## config.mk

```make
export PLATFORM = sky130hd
export DESIGN_NAME = ipd_divider_chain
export DESIGN_NICKNAME = d
export VERILOG_FILES = /design/src/ipd_pkg.sv /design/src/ipd_divider_chain.sv
export SDC_FILE = /design/constraint.sdc
export NUM_CORES = 1
export LEC_CHECK = 0
export BUFFER_PORTS_ARGS = -buffer_cell sky130_fd_sc_hd__clkbuf_2
export CORE_AREA = 8 8 113 136
export DETAILED_ROUTE_END_ITERATION = 12
export DIE_AREA = 0 0 121 144
export PLACE_DENSITY = 0.5
export SLEW_MARGIN = 5
export SYNTH_ARGS = -nofsm -noshare
export SYNTH_HDL_FRONTEND = slang
export SYNTH_SLANG_ARGS = --single-unit
```

## constraint.sdc

```tcl
create_clock -name sys_clk -period 2.1 [get_ports sys_clk]
set_input_delay 0.105 -clock sys_clk [delete_from_list [all_inputs] [get_ports sys_clk]]
set_output_delay 0.105 -clock sys_clk [all_outputs]
set_load 0.01 [all_outputs]
```

## src/ipd_pkg.sv

```systemverilog
// constants for the integer divider chain and its programming path
package ipd_pkg;

  // ************************************************************
  // programming word layout
  // ************************************************************
  localparam int unsigned PROG_W  = 20;
  localparam int unsigned MAIN_W  = 9;
  localparam int unsigned REF_W   = 6;
  localparam int unsigned SWL_W   = 4;
  localparam int unsigned BYTE_W  = 8;
  localparam int unsigned PSC_W   = 4;

  localparam int unsigned POS_REF_HI  = 18;
  localparam int unsigned POS_MAIN_HI = 16;
  localparam int unsigned POS_BYPASS  = 15;
  localparam int unsigned POS_MAIN_LO = 8;
  localparam int unsigned POS_REF_LO  = 4;
  localparam int unsigned POS_SWL     = 0;

  localparam logic [PROG_W-1:0] PROG_RESET = 20'h00000;

  // ************************************************************
  // prescaler ratios
  // ************************************************************
  localparam logic [PSC_W-1:0] PSC_LOW_LAST  = 4'h9;
  localparam logic [PSC_W-1:0] PSC_HIGH_LAST = 4'hA;

  // ************************************************************
  // interface modes
  // ************************************************************
  typedef enum logic [1:0] {
    IPD_MODE_PARALLEL,
    IPD_MODE_SERIAL,
    IPD_MODE_DIRECT
  } ipd_mode_t;

endpackage : ipd_pkg

```

## src/ipd_divider_chain.sv

```systemverilog
// dual-modulus divider chain with parallel double-buffered programming
//
// Behaviour
// - prescaler divides rf input by ten or eleven per modulus select
// - reference and main counters take values from one 20-bit register
// - swallow counter drives modulus select, setting how many cycles use eleven
// - main chain is prescaler, modulus select logic and 9-bit main counter
// - bypass low runs prescaler; high skips it and powers it down
// - main output is rf over ten times main plus one, plus swallow
// - main value one gives a main division of two
// - direct mode forces main bits eight and seven to zero
// - 6-bit reference counter divides reference by value plus one
// - reference value zero passes reference input undivided
// - direct mode forces reference bits five and four to zero
// - strobe rising edge in parallel mode captures data byte (main-high: low nibble only) into its primary section
// - hop strobe rising edge outside direct mode copies whole primary into secondary
// - phase detector gives separate up and down pulses
// - main-low strobe loads bypass bit and main bits six to zero
// - main-high strobe loads reference five, four and main eight, seven
// - swallow-reference strobe loads reference three to zero and swallow
// - in parallel mode, bank select high uses primary, low uses secondary
`timescale 1ns/10ps
module ipd_divider_chain
  import ipd_pkg::*;
(
  input  wire logic              sys_clk,
  input  wire logic              arst_n,
  input  wire logic              rf_in,
  input  wire logic              ref_in,
  input  wire logic [BYTE_W-1:0] data_in,
  input  wire logic              main_low_byte_strobe,
  input  wire logic              main_high_nibble_strobe,
  input  wire logic              swallow_ref_strobe,
  input  wire logic              hop_strobe,
  input  wire logic              parallel_bank_select,
  input  wire logic              direct_mode_sel,
  input  wire logic              serial_mode_sel,
  input  wire logic              direct_bypass,
  input  wire logic [6:0]        direct_main,
  input  wire logic [3:0]        direct_ref,
  input  wire logic [SWL_W-1:0]  direct_swallow,
  output logic                   main_div_out,
  output logic                   ref_div_out,
  output logic                   modulus_select,
  output logic                   prescaler_pd,
  output logic                   pd_up,
  output logic                   pd_down
);

  // ************************************************************
  // mode decode and strobe edges
  // ************************************************************
  ipd_mode_t mode;
  always_comb begin
    if (direct_mode_sel) begin
      mode = IPD_MODE_DIRECT;
    end else if (serial_mode_sel) begin
      mode = IPD_MODE_SERIAL;
    end else begin
      mode = IPD_MODE_PARALLEL;
    end
  end

  logic [3:0]        strobe_prev;
  logic [3:0]        next_strobe_prev;
  logic [PROG_W-1:0] primary;
  logic [PROG_W-1:0] next_primary;
  logic [PROG_W-1:0] secondary;
  logic [PROG_W-1:0] next_secondary;
  logic              low_rise;
  logic              high_rise;
  logic              swr_rise;
  logic              hop_rise;
  logic              par_mode;

  assign par_mode  = (mode == IPD_MODE_PARALLEL);
  assign low_rise  = main_low_byte_strobe & ~strobe_prev[0];
  assign high_rise = main_high_nibble_strobe & ~strobe_prev[1];
  assign swr_rise  = swallow_ref_strobe & ~strobe_prev[2];
  assign hop_rise  = hop_strobe & ~strobe_prev[3];

  // ************************************************************
  // primary and secondary registers
  // ************************************************************
  always_comb begin
    next_strobe_prev = {hop_strobe, swallow_ref_strobe,
                        main_high_nibble_strobe, main_low_byte_strobe};
    next_primary     = primary;
    next_secondary   = secondary;
    if (par_mode && low_rise) begin
      next_primary[POS_BYPASS:POS_MAIN_LO] = data_in;
    end
    if (par_mode && high_rise) begin
      next_primary[POS_REF_HI+1:POS_MAIN_HI] = data_in[3:0];
    end
    if (par_mode && swr_rise) begin
      next_primary[POS_REF_LO+3:POS_SWL] = data_in;
    end
    if (mode != IPD_MODE_DIRECT && hop_rise) begin
      next_secondary = primary;
    end
  end

  always_ff @(posedge sys_clk or negedge arst_n) begin
    if (!arst_n) begin
      strobe_prev <= 4'h0;
      primary     <= PROG_RESET;
      secondary   <= PROG_RESET;
    end else begin
      strobe_prev <= next_strobe_prev;
      primary     <= next_primary;
      secondary   <= next_secondary;
    end
  end

  // ************************************************************
  // active programming word
  // ************************************************************
  logic [PROG_W-1:0] active;
  always_comb begin
    case (mode)
      IPD_MODE_DIRECT: begin
        active = {4'h0, direct_bypass, direct_main, direct_ref, direct_swallow};
      end
      IPD_MODE_PARALLEL: begin
        active = parallel_bank_select ? primary : secondary;
      end
      default: begin
        active = secondary;
      end
    endcase
  end

  // ************************************************************
  // divider chain
  // ************************************************************
  logic [PROG_W-1:0] cfg;
  logic [PROG_W-1:0] next_cfg;
  logic              rf_prev;
  logic              ref_prev;
  logic [PSC_W-1:0]  psc_cnt;
  logic [PSC_W-1:0]  next_psc_cnt;
  logic [SWL_W-1:0]  swl;
  logic [SWL_W-1:0]  next_swl;
  logic [MAIN_W-1:0] mcnt;
  logic [MAIN_W-1:0] next_mcnt;
  logic [REF_W-1:0]  rcnt;
  logic [REF_W-1:0]  next_rcnt;
  logic              next_main_div_out;
  logic              next_ref_div_out;
  logic              rf_rise;
  logic              ref_rise;
  logic              bypass;
  logic              pre_pulse;
  logic [PSC_W-1:0]  psc_last;
  logic [REF_W-1:0]  cfg_ref;

  assign rf_rise  = rf_in & ~rf_prev;
  assign ref_rise = ref_in & ~ref_prev;
  assign bypass   = cfg[POS_BYPASS];
  assign cfg_ref  = {cfg[POS_REF_HI+1:POS_REF_HI], cfg[POS_REF_LO+3:POS_REF_LO]};
  assign modulus_select = (swl != 4'h0) && !bypass;
  assign prescaler_pd   = bypass;
  assign psc_last = modulus_select ? PSC_HIGH_LAST : PSC_LOW_LAST;
  assign pre_pulse = bypass ? rf_rise : (rf_rise && psc_cnt == psc_last);

  always_comb begin
    next_cfg          = cfg;
    next_psc_cnt      = psc_cnt;
    next_swl          = swl;
    next_mcnt         = mcnt;
    next_rcnt         = rcnt;
    next_main_div_out = 1'b0;
    next_ref_div_out  = 1'b0;
    if (bypass) begin
      next_psc_cnt = 4'h0;
    end else if (rf_rise) begin
      next_psc_cnt = (psc_cnt == psc_last) ? 4'h0 : psc_cnt + 4'h1;
    end
    if (pre_pulse) begin
      if (mcnt == 9'h000) begin
        next_cfg          = active;
        next_mcnt         = {active[POS_MAIN_HI+1:POS_MAIN_HI],
                             active[POS_MAIN_LO+6:POS_MAIN_LO]};
        next_swl          = active[POS_SWL+3:POS_SWL];
        next_main_div_out = 1'b1;
      end else begin
        next_mcnt = mcnt - 9'h001;
        next_swl  = (swl != 4'h0) ? swl - 4'h1 : 4'h0;
      end
    end
    if (ref_rise) begin
      if (rcnt == 6'h00) begin
        next_rcnt        = cfg_ref;
        next_ref_div_out = 1'b1;
      end else begin
        next_rcnt = rcnt - 6'h01;
      end
    end
  end

  always_ff @(posedge sys_clk or negedge arst_n) begin
    if (!arst_n) begin
      cfg          <= PROG_RESET;
      rf_prev      <= 1'b0;
      ref_prev     <= 1'b0;
      psc_cnt      <= 4'h0;
      swl          <= 4'h0;
      mcnt         <= 9'h000;
      rcnt         <= 6'h00;
      main_div_out <= 1'b0;
      ref_div_out  <= 1'b0;
    end else begin
      cfg          <= next_cfg;
      rf_prev      <= rf_in;
      ref_prev     <= ref_in;
      psc_cnt      <= next_psc_cnt;
      swl          <= next_swl;
      mcnt         <= next_mcnt;
      rcnt         <= next_rcnt;
      main_div_out <= next_main_div_out;
      ref_div_out  <= next_ref_div_out;
    end
  end

  // ************************************************************
  // phase-frequency detector
  // ************************************************************
  logic next_pd_up;
  logic next_pd_down;
  always_comb begin
    next_pd_up   = pd_up | ref_div_out;
    next_pd_down = pd_down | main_div_out;
    if (next_pd_up && next_pd_down) begin
      next_pd_up   = 1'b0;
      next_pd_down = 1'b0;
    end
  end

  always_ff @(posedge sys_clk or negedge arst_n) begin
    if (!arst_n) begin
      pd_up   <= 1'b0;
      pd_down <= 1'b0;
    end else begin
      pd_up   <= next_pd_up;
      pd_down <= next_pd_down;
    end
  end
endmodule : ipd_divider_chain

```

After elaboration in Yosys (flattened, before gate mapping)
Index checks and enable logic that the tools add are counted.
Storage, ports and cells
  flip-flop bits (word level): 93
  bits of input ports: 35
  output and inout port bits: 6
  word-level logic and storage cells: 70
Operators by class
  add/sub/neg operators: 4
  equal/unequal tests: 3
  mux-type cells: 19
  bitwise gates (word level): 14
  reductions and logical operators: 14
Operators with widths (number)
  one-hot mux 20 bit (2 select lines): 1
  two-way mux 20 bit: 1
  two-way mux 4 bit: 5
  logical NOT 9 bit: 1
  two-way mux 9 bit: 1
  subtractor 9 x 1 -> 9 bit, second input constant: 1
  two-way mux 1 bit: 8
  logical AND 1 bit: 7
  bitwise AND 1 bit: 6
  logical NOT 6 bit: 1
  two-way mux 6 bit: 1
  inverter 1 bit: 6
  subtractor 6 x 1 -> 6 bit, second input constant: 1
  adder 4 x 1 -> 4 bit, second input constant: 1
  == test 4 bit: 1
  two-way mux 2 bit: 2
  nonzero test 4 bit: 1
  subtractor 4 x 1 -> 4 bit, second input constant: 1
  == test 2 bit, second input constant: 1
  logical NOT 2 bit: 1
  != test 2 bit, second input constant: 1
  OR 1 bit: 2
  AND reduction 2 bit: 1
  nonzero test 2 bit: 1
  logical NOT 1 bit: 1

Longest topological paths before layout
  depth in word-level cells: 7
  depth in mapped cells: 8
  mapped depth without buffers: 7

Worst setup path before layout
OpenSTA, ideal clock, no wires.
  path type: register to register
  from: register mcnt[0]
  to: register cfg[18]
  library setup time: 125 ps
  arrival time: 2122 ps
  required time: 1975 ps
  path slack: -147 ps
  cell stages (with the launch flop): 8
  buffers on the path: 1
  clock period less this slack: 2247 ps
  path through: dfrtp_1 inv_1 ha_1 or4b_4 or3b_1 buf_6 nor2_8 mux2_4
Between the ends
  cells in the longest elaborated chain, start to end: 2
RTL lines
  start, declared: RTL line ipd_divider_chain.sv:145  | logic [MAIN_W-1:0] mcnt;
  start signal, assigned: RTL line ipd_divider_chain.sv:219  | mcnt <= next_mcnt;
  logical NOT 9 bit: RTL line ipd_divider_chain.sv:181  | if (mcnt == 9'h000) begin
  AND reduction 2 bit (no line)
  end signal, assigned: RTL line ipd_divider_chain.sv:214  | cfg <= next_cfg;
  end, declared: RTL line ipd_divider_chain.sv:137  | logic [PROG_W-1:0] cfg;
Every way passes these cells.
A chain may end at the register's enable or synchronous reset.

Worst setup path in the final report
  from: register mcnt[0]
  to: register mcnt[4]
Between the ends
  cells in the longest elaborated chain, start to end: 2
  elaborated cells between the ends (all ways): 3
  those cells by class: add/sub: 1; mux: 1; reduce/logical: 1
RTL lines (RTL line)
  subtractor 9 x 1 -> 9 bit or logical NOT 9 bit (tied branches): ipd_divider_chain.sv:188, ipd_divider_chain.sv:181
  two-way mux 9 bit (*): ipd_divider_chain.sv:181
Every way passes the cells marked *; elsewhere a longest branch is shown, timed or not.

==> results.txt <==
Net Switching = 1.65 mW
Leakage = 2.18 nW
Seq/Total Area, Yosys = 52.0%
Most common cell after layout, fill and taps aside = dfrtp_1
Vias in the first global route = 2970
Worst Hold Depth = 2
Total number of vias = 2830
Synth top area share = 52.0%
Synth area leaders = dfrtp_1, mux2_1, mux2i_1
TritonCTS clock tree = yes
DR WL/cell = 15.8 microns
Routability congestion estimate = 0.787
Area leader, netlist = dfrtp_1
Seq pwr share = 42.3%
Setup WS post-layout = -0.0126 ns
Syn Nets = 374
Post-synthesis xor/xnor area fraction = 0%
HPWL after DPL = 6630 microns
Overflow after GRT = 0
EDFF count, synth = 0
Min cycle time layout = 2.11 ns
IO Port Bufs = 40
Fin nets = 448
Netlist cell types = 50
CTS root buf = clkbuf_16
# placed instances = 555
Largest family of logic cells by synthesized area = multiplexers
Final non-filler cell total = 585
Relative slew slack = 66.1%
Core ar. = 0.0133 sq mm
DP Area = 0.00445 sq mm
DIE AREA = 0.0174 sq mm
FMAX = 473 MHz
Clock slew at reported path FFs = 0.06 ns
Via-to-Cell Ratio = 4.84
Worst slew pin tran = 0.509 ns
CP Capture Type = flip-flop
Mapped Area = 0.00385 sq mm
DR pass1 iterations = 4
Int Pwr = 3.80 mW
R2r startpoint = mcnt[0]$_DFFE_PN0P_
Post-Syn Area per Cell = 11.5 sq um
R2R Setup Slk = -0.01 ns
Startpoint Class = flip-flop
GRT Util Overall = 11.2%
Area Overhead vs Synth = 28.9%
Storage element area = 0.00200 sq mm
Drt drc = 0
Clk_lat worst skew = 0.34 ns
Pre-CTS worst setup slack = -0.0378 ns
Worst Hold Class = in2reg
1st-iter DRT viols = 101
Num CTS Buffers = 9
Hold Fails Final Rpt = 0
Crit share post-route = 101%
Area occupied by multi-input gates = 0.00179 sq mm
Final instance area = 0.00496 sq mm
Post-synthesis mux area share = 18.8%
Post-synthesis compound-gate area fraction = 11.4%
RSZ-0062 raised after global routing = yes
Yosys reg bits = 80
Clock power share = 29.4%
Clk sinks = 80
Sum of negative setup slack = -0.0126 ns
Most used DFF post-synth = dfrtp_1
Post-route ant nets = 0
Asr flop ratio synth = 100%
Worst path required time = 2.32 ns
First-pass GRT wire length = 15100 microns
Antenna violations before repair = 0
Core Rows = 47
Power, Total = 5.45 mW
Max Root-Sink Buffers = 2
Slew Limit Fails = 0
Commonest cells after routing, fill and taps aside = dfrtp_1, mux2_1, clkbuf_2, nand2_1, buf_4
Post-synthesis adder-cell area fraction = 1.30%
Part of the power in combinational logic = 28.4%
Power Dens Cells = 1100 mW/mm^2
Die X = 121 microns
Diode count = 0
CP arrival = 2.34 ns
Maxcap violations = 0
Die span in y = 144 microns
Failing checks = negative setup slack
Wirelength, routed = 9230 microns
Sw Share = 30.3%
Register-to-Register Path Depth = 9
I/O pin cnt = 41
Fill count = 1304
Htree depth = 3
VDD IR-drop max = 0.401 mV
Post-Synth Simple-Gate Area = 13.7%
Hold_sp = data_in[4]
RR Endpoint = mcnt[4]$_DFFE_PN0P_
Min-Delay Endpoint = primary[4]$_DFFE_PN0P_
Final setup vio count = 1
Starting Density = 28.8%
Fraction of layout cells with a size suffix above 1 = 27.5%
Status = finished with violations
WS Path Type = reg2reg
Max Fanout on Critical Path = 5
Yosys warning total = 0
Synth Instances = 335
Layout Skew = 0.00634 ns
Pin count of the biggest net entering global routing = 35
[critical path, cell delays in order, from the launching register on]
cell and delay, ns:
dfrtp_1 0.38, inv_2 0.08, ha_4 0.12, or4b_4 0.46, buf_6 0.15, nor3b_4 0.19, buf_6 0.15, buf_12 0.11
a31oi_1 0.07, mux2_4 0.28
[power by group through the flow]
| stage | Combinational, mW | Sequential (mW) | Clock, mW |
|---|---|---|---|
| global placement | 1.41 | 2.31 | 0 |
| floorplan | 0.932 | 2.27 | 0 |
| global route | 1.72 | 2.37 | 1.71 |
| detailed placement | 1.44 | 2.33 | 0 |
| CTS | 1.46 | 2.30 | 1.64 |
| finish | 1.55 | 2.31 | 1.60 |
[per-stage QoR]
step	utilization (%)	hold WS, ns
global route	37.1	0.0134
global placement	33.3	0.0930
detailed placement	33.3	0.0968
finish	37.1	0.00979
floorplan	-	-0.191
CTS	36.2	0.00550
[synthesized netlist by cell type (2+ instances only)]
master,number
dfrtp_1,80
mux2_1,43
nand2_1,25
nor2_1,21
o21ai_1,15
a21oi_1,13
mux2i_1,13
nor3_1,11
clkbuf_1,10
a31oi_1,9
o21ai_0,9
inv_1,7
nor3b_1,6
mux2_4,5
nor2b_1,5
ha_1,4
nand2b_1,4
a211oi_1,3
buf_2,3
mux2_2,3
nand3_1,3
nand4_1,3
o22a_1,3
a32o_1,2
a32oi_1,2
a41oi_1,2
and2_1,2
nor4_1,2
nor4b_2,2
nor4bb_1,2
o22ai_1,2
o2bb2ai_1,2
o31ai_1,2
[cells by family after synthesis]
kind of cell	count (synthesis)
AND/OR/NAND/NOR	93
flip-flops	80
AO/OA/AOI/OAI	70
multiplexers	64
buffers and inverters	24
adder cells (fa/ha/maj)	4
[routing by layer]
| layer | track usage [%] | vias to the layer above | wire length (microns) | share of wire [%] |
|---|---|---|---|---|
| met5 | 0 | - | 0 | 0 |
| met4 | 4.41 | 0 | 210 | 2.3 |
| met3 | 2.93 | 19 | 382 | 4.1 |
| li1 | - | 1374 | - | - |
| met1 | 13.2 | 1388 | 4140 | 45 |
| met2 | 18.8 | 49 | 4490 | 49 |
[worst max path at each step]
stage                         from             endpoint  slack (ns)  depth (start not counted)
4_1_cts        mcnt[0]$_DFFE_PN0P_  mcnt[4]$_DFFE_PN0P_       0.009                          8
2_1_floorplan  mcnt[0]$_DFFE_PN0P_  cfg[18]$_DFFE_PN0P_       -0.08                          7
3_5_place_dp   mcnt[0]$_DFFE_PN0P_   cfg[7]$_DFFE_PN0P_       -0.04                          6
3_3_place_gp   mcnt[0]$_DFFE_PN0P_   cfg[7]$_DFFE_PN0P_       -0.02                          6
6_report       mcnt[0]$_DFFE_PN0P_  mcnt[4]$_DFFE_PN0P_       -0.01                          9
5_1_grt        mcnt[1]$_DFFE_PN0P_   swl[2]$_DFFE_PN0P_       -0.07                         10
[sequential cells by signal (all words and copies together), names as in the netlist, 4 cells and up]
signal and flops:
strobe_prev 4, primary 20, mcnt 9, rcnt 6, secondary 20, psc_cnt 4
swl 4, cfg 7
[repair_timing]
| action | 4_1_cts | 5_1_grt |
|---|---|---|
| gates resized for setup | 1 | 10 |
| hold buffers | 7 | 0 |
| cloned | 0 | 2 |
| setup buffers | 0 | 5 |
| pin swaps | 0 | 6 |
| setup endpoints to repair | 5 | 12 |
| hold endpoints to repair | 38 | 0 |
[final cells by class]
type                    count  area share, %
flip-flops and latches     80           40.4
multi-input cells         231           36.2
repair buffers             79           12.3
clock buffers              12           5.17
well taps                 171           4.32
clock inverters             4           1.06
inverters                   8          0.606
Power figures use the tool's default switching activity.
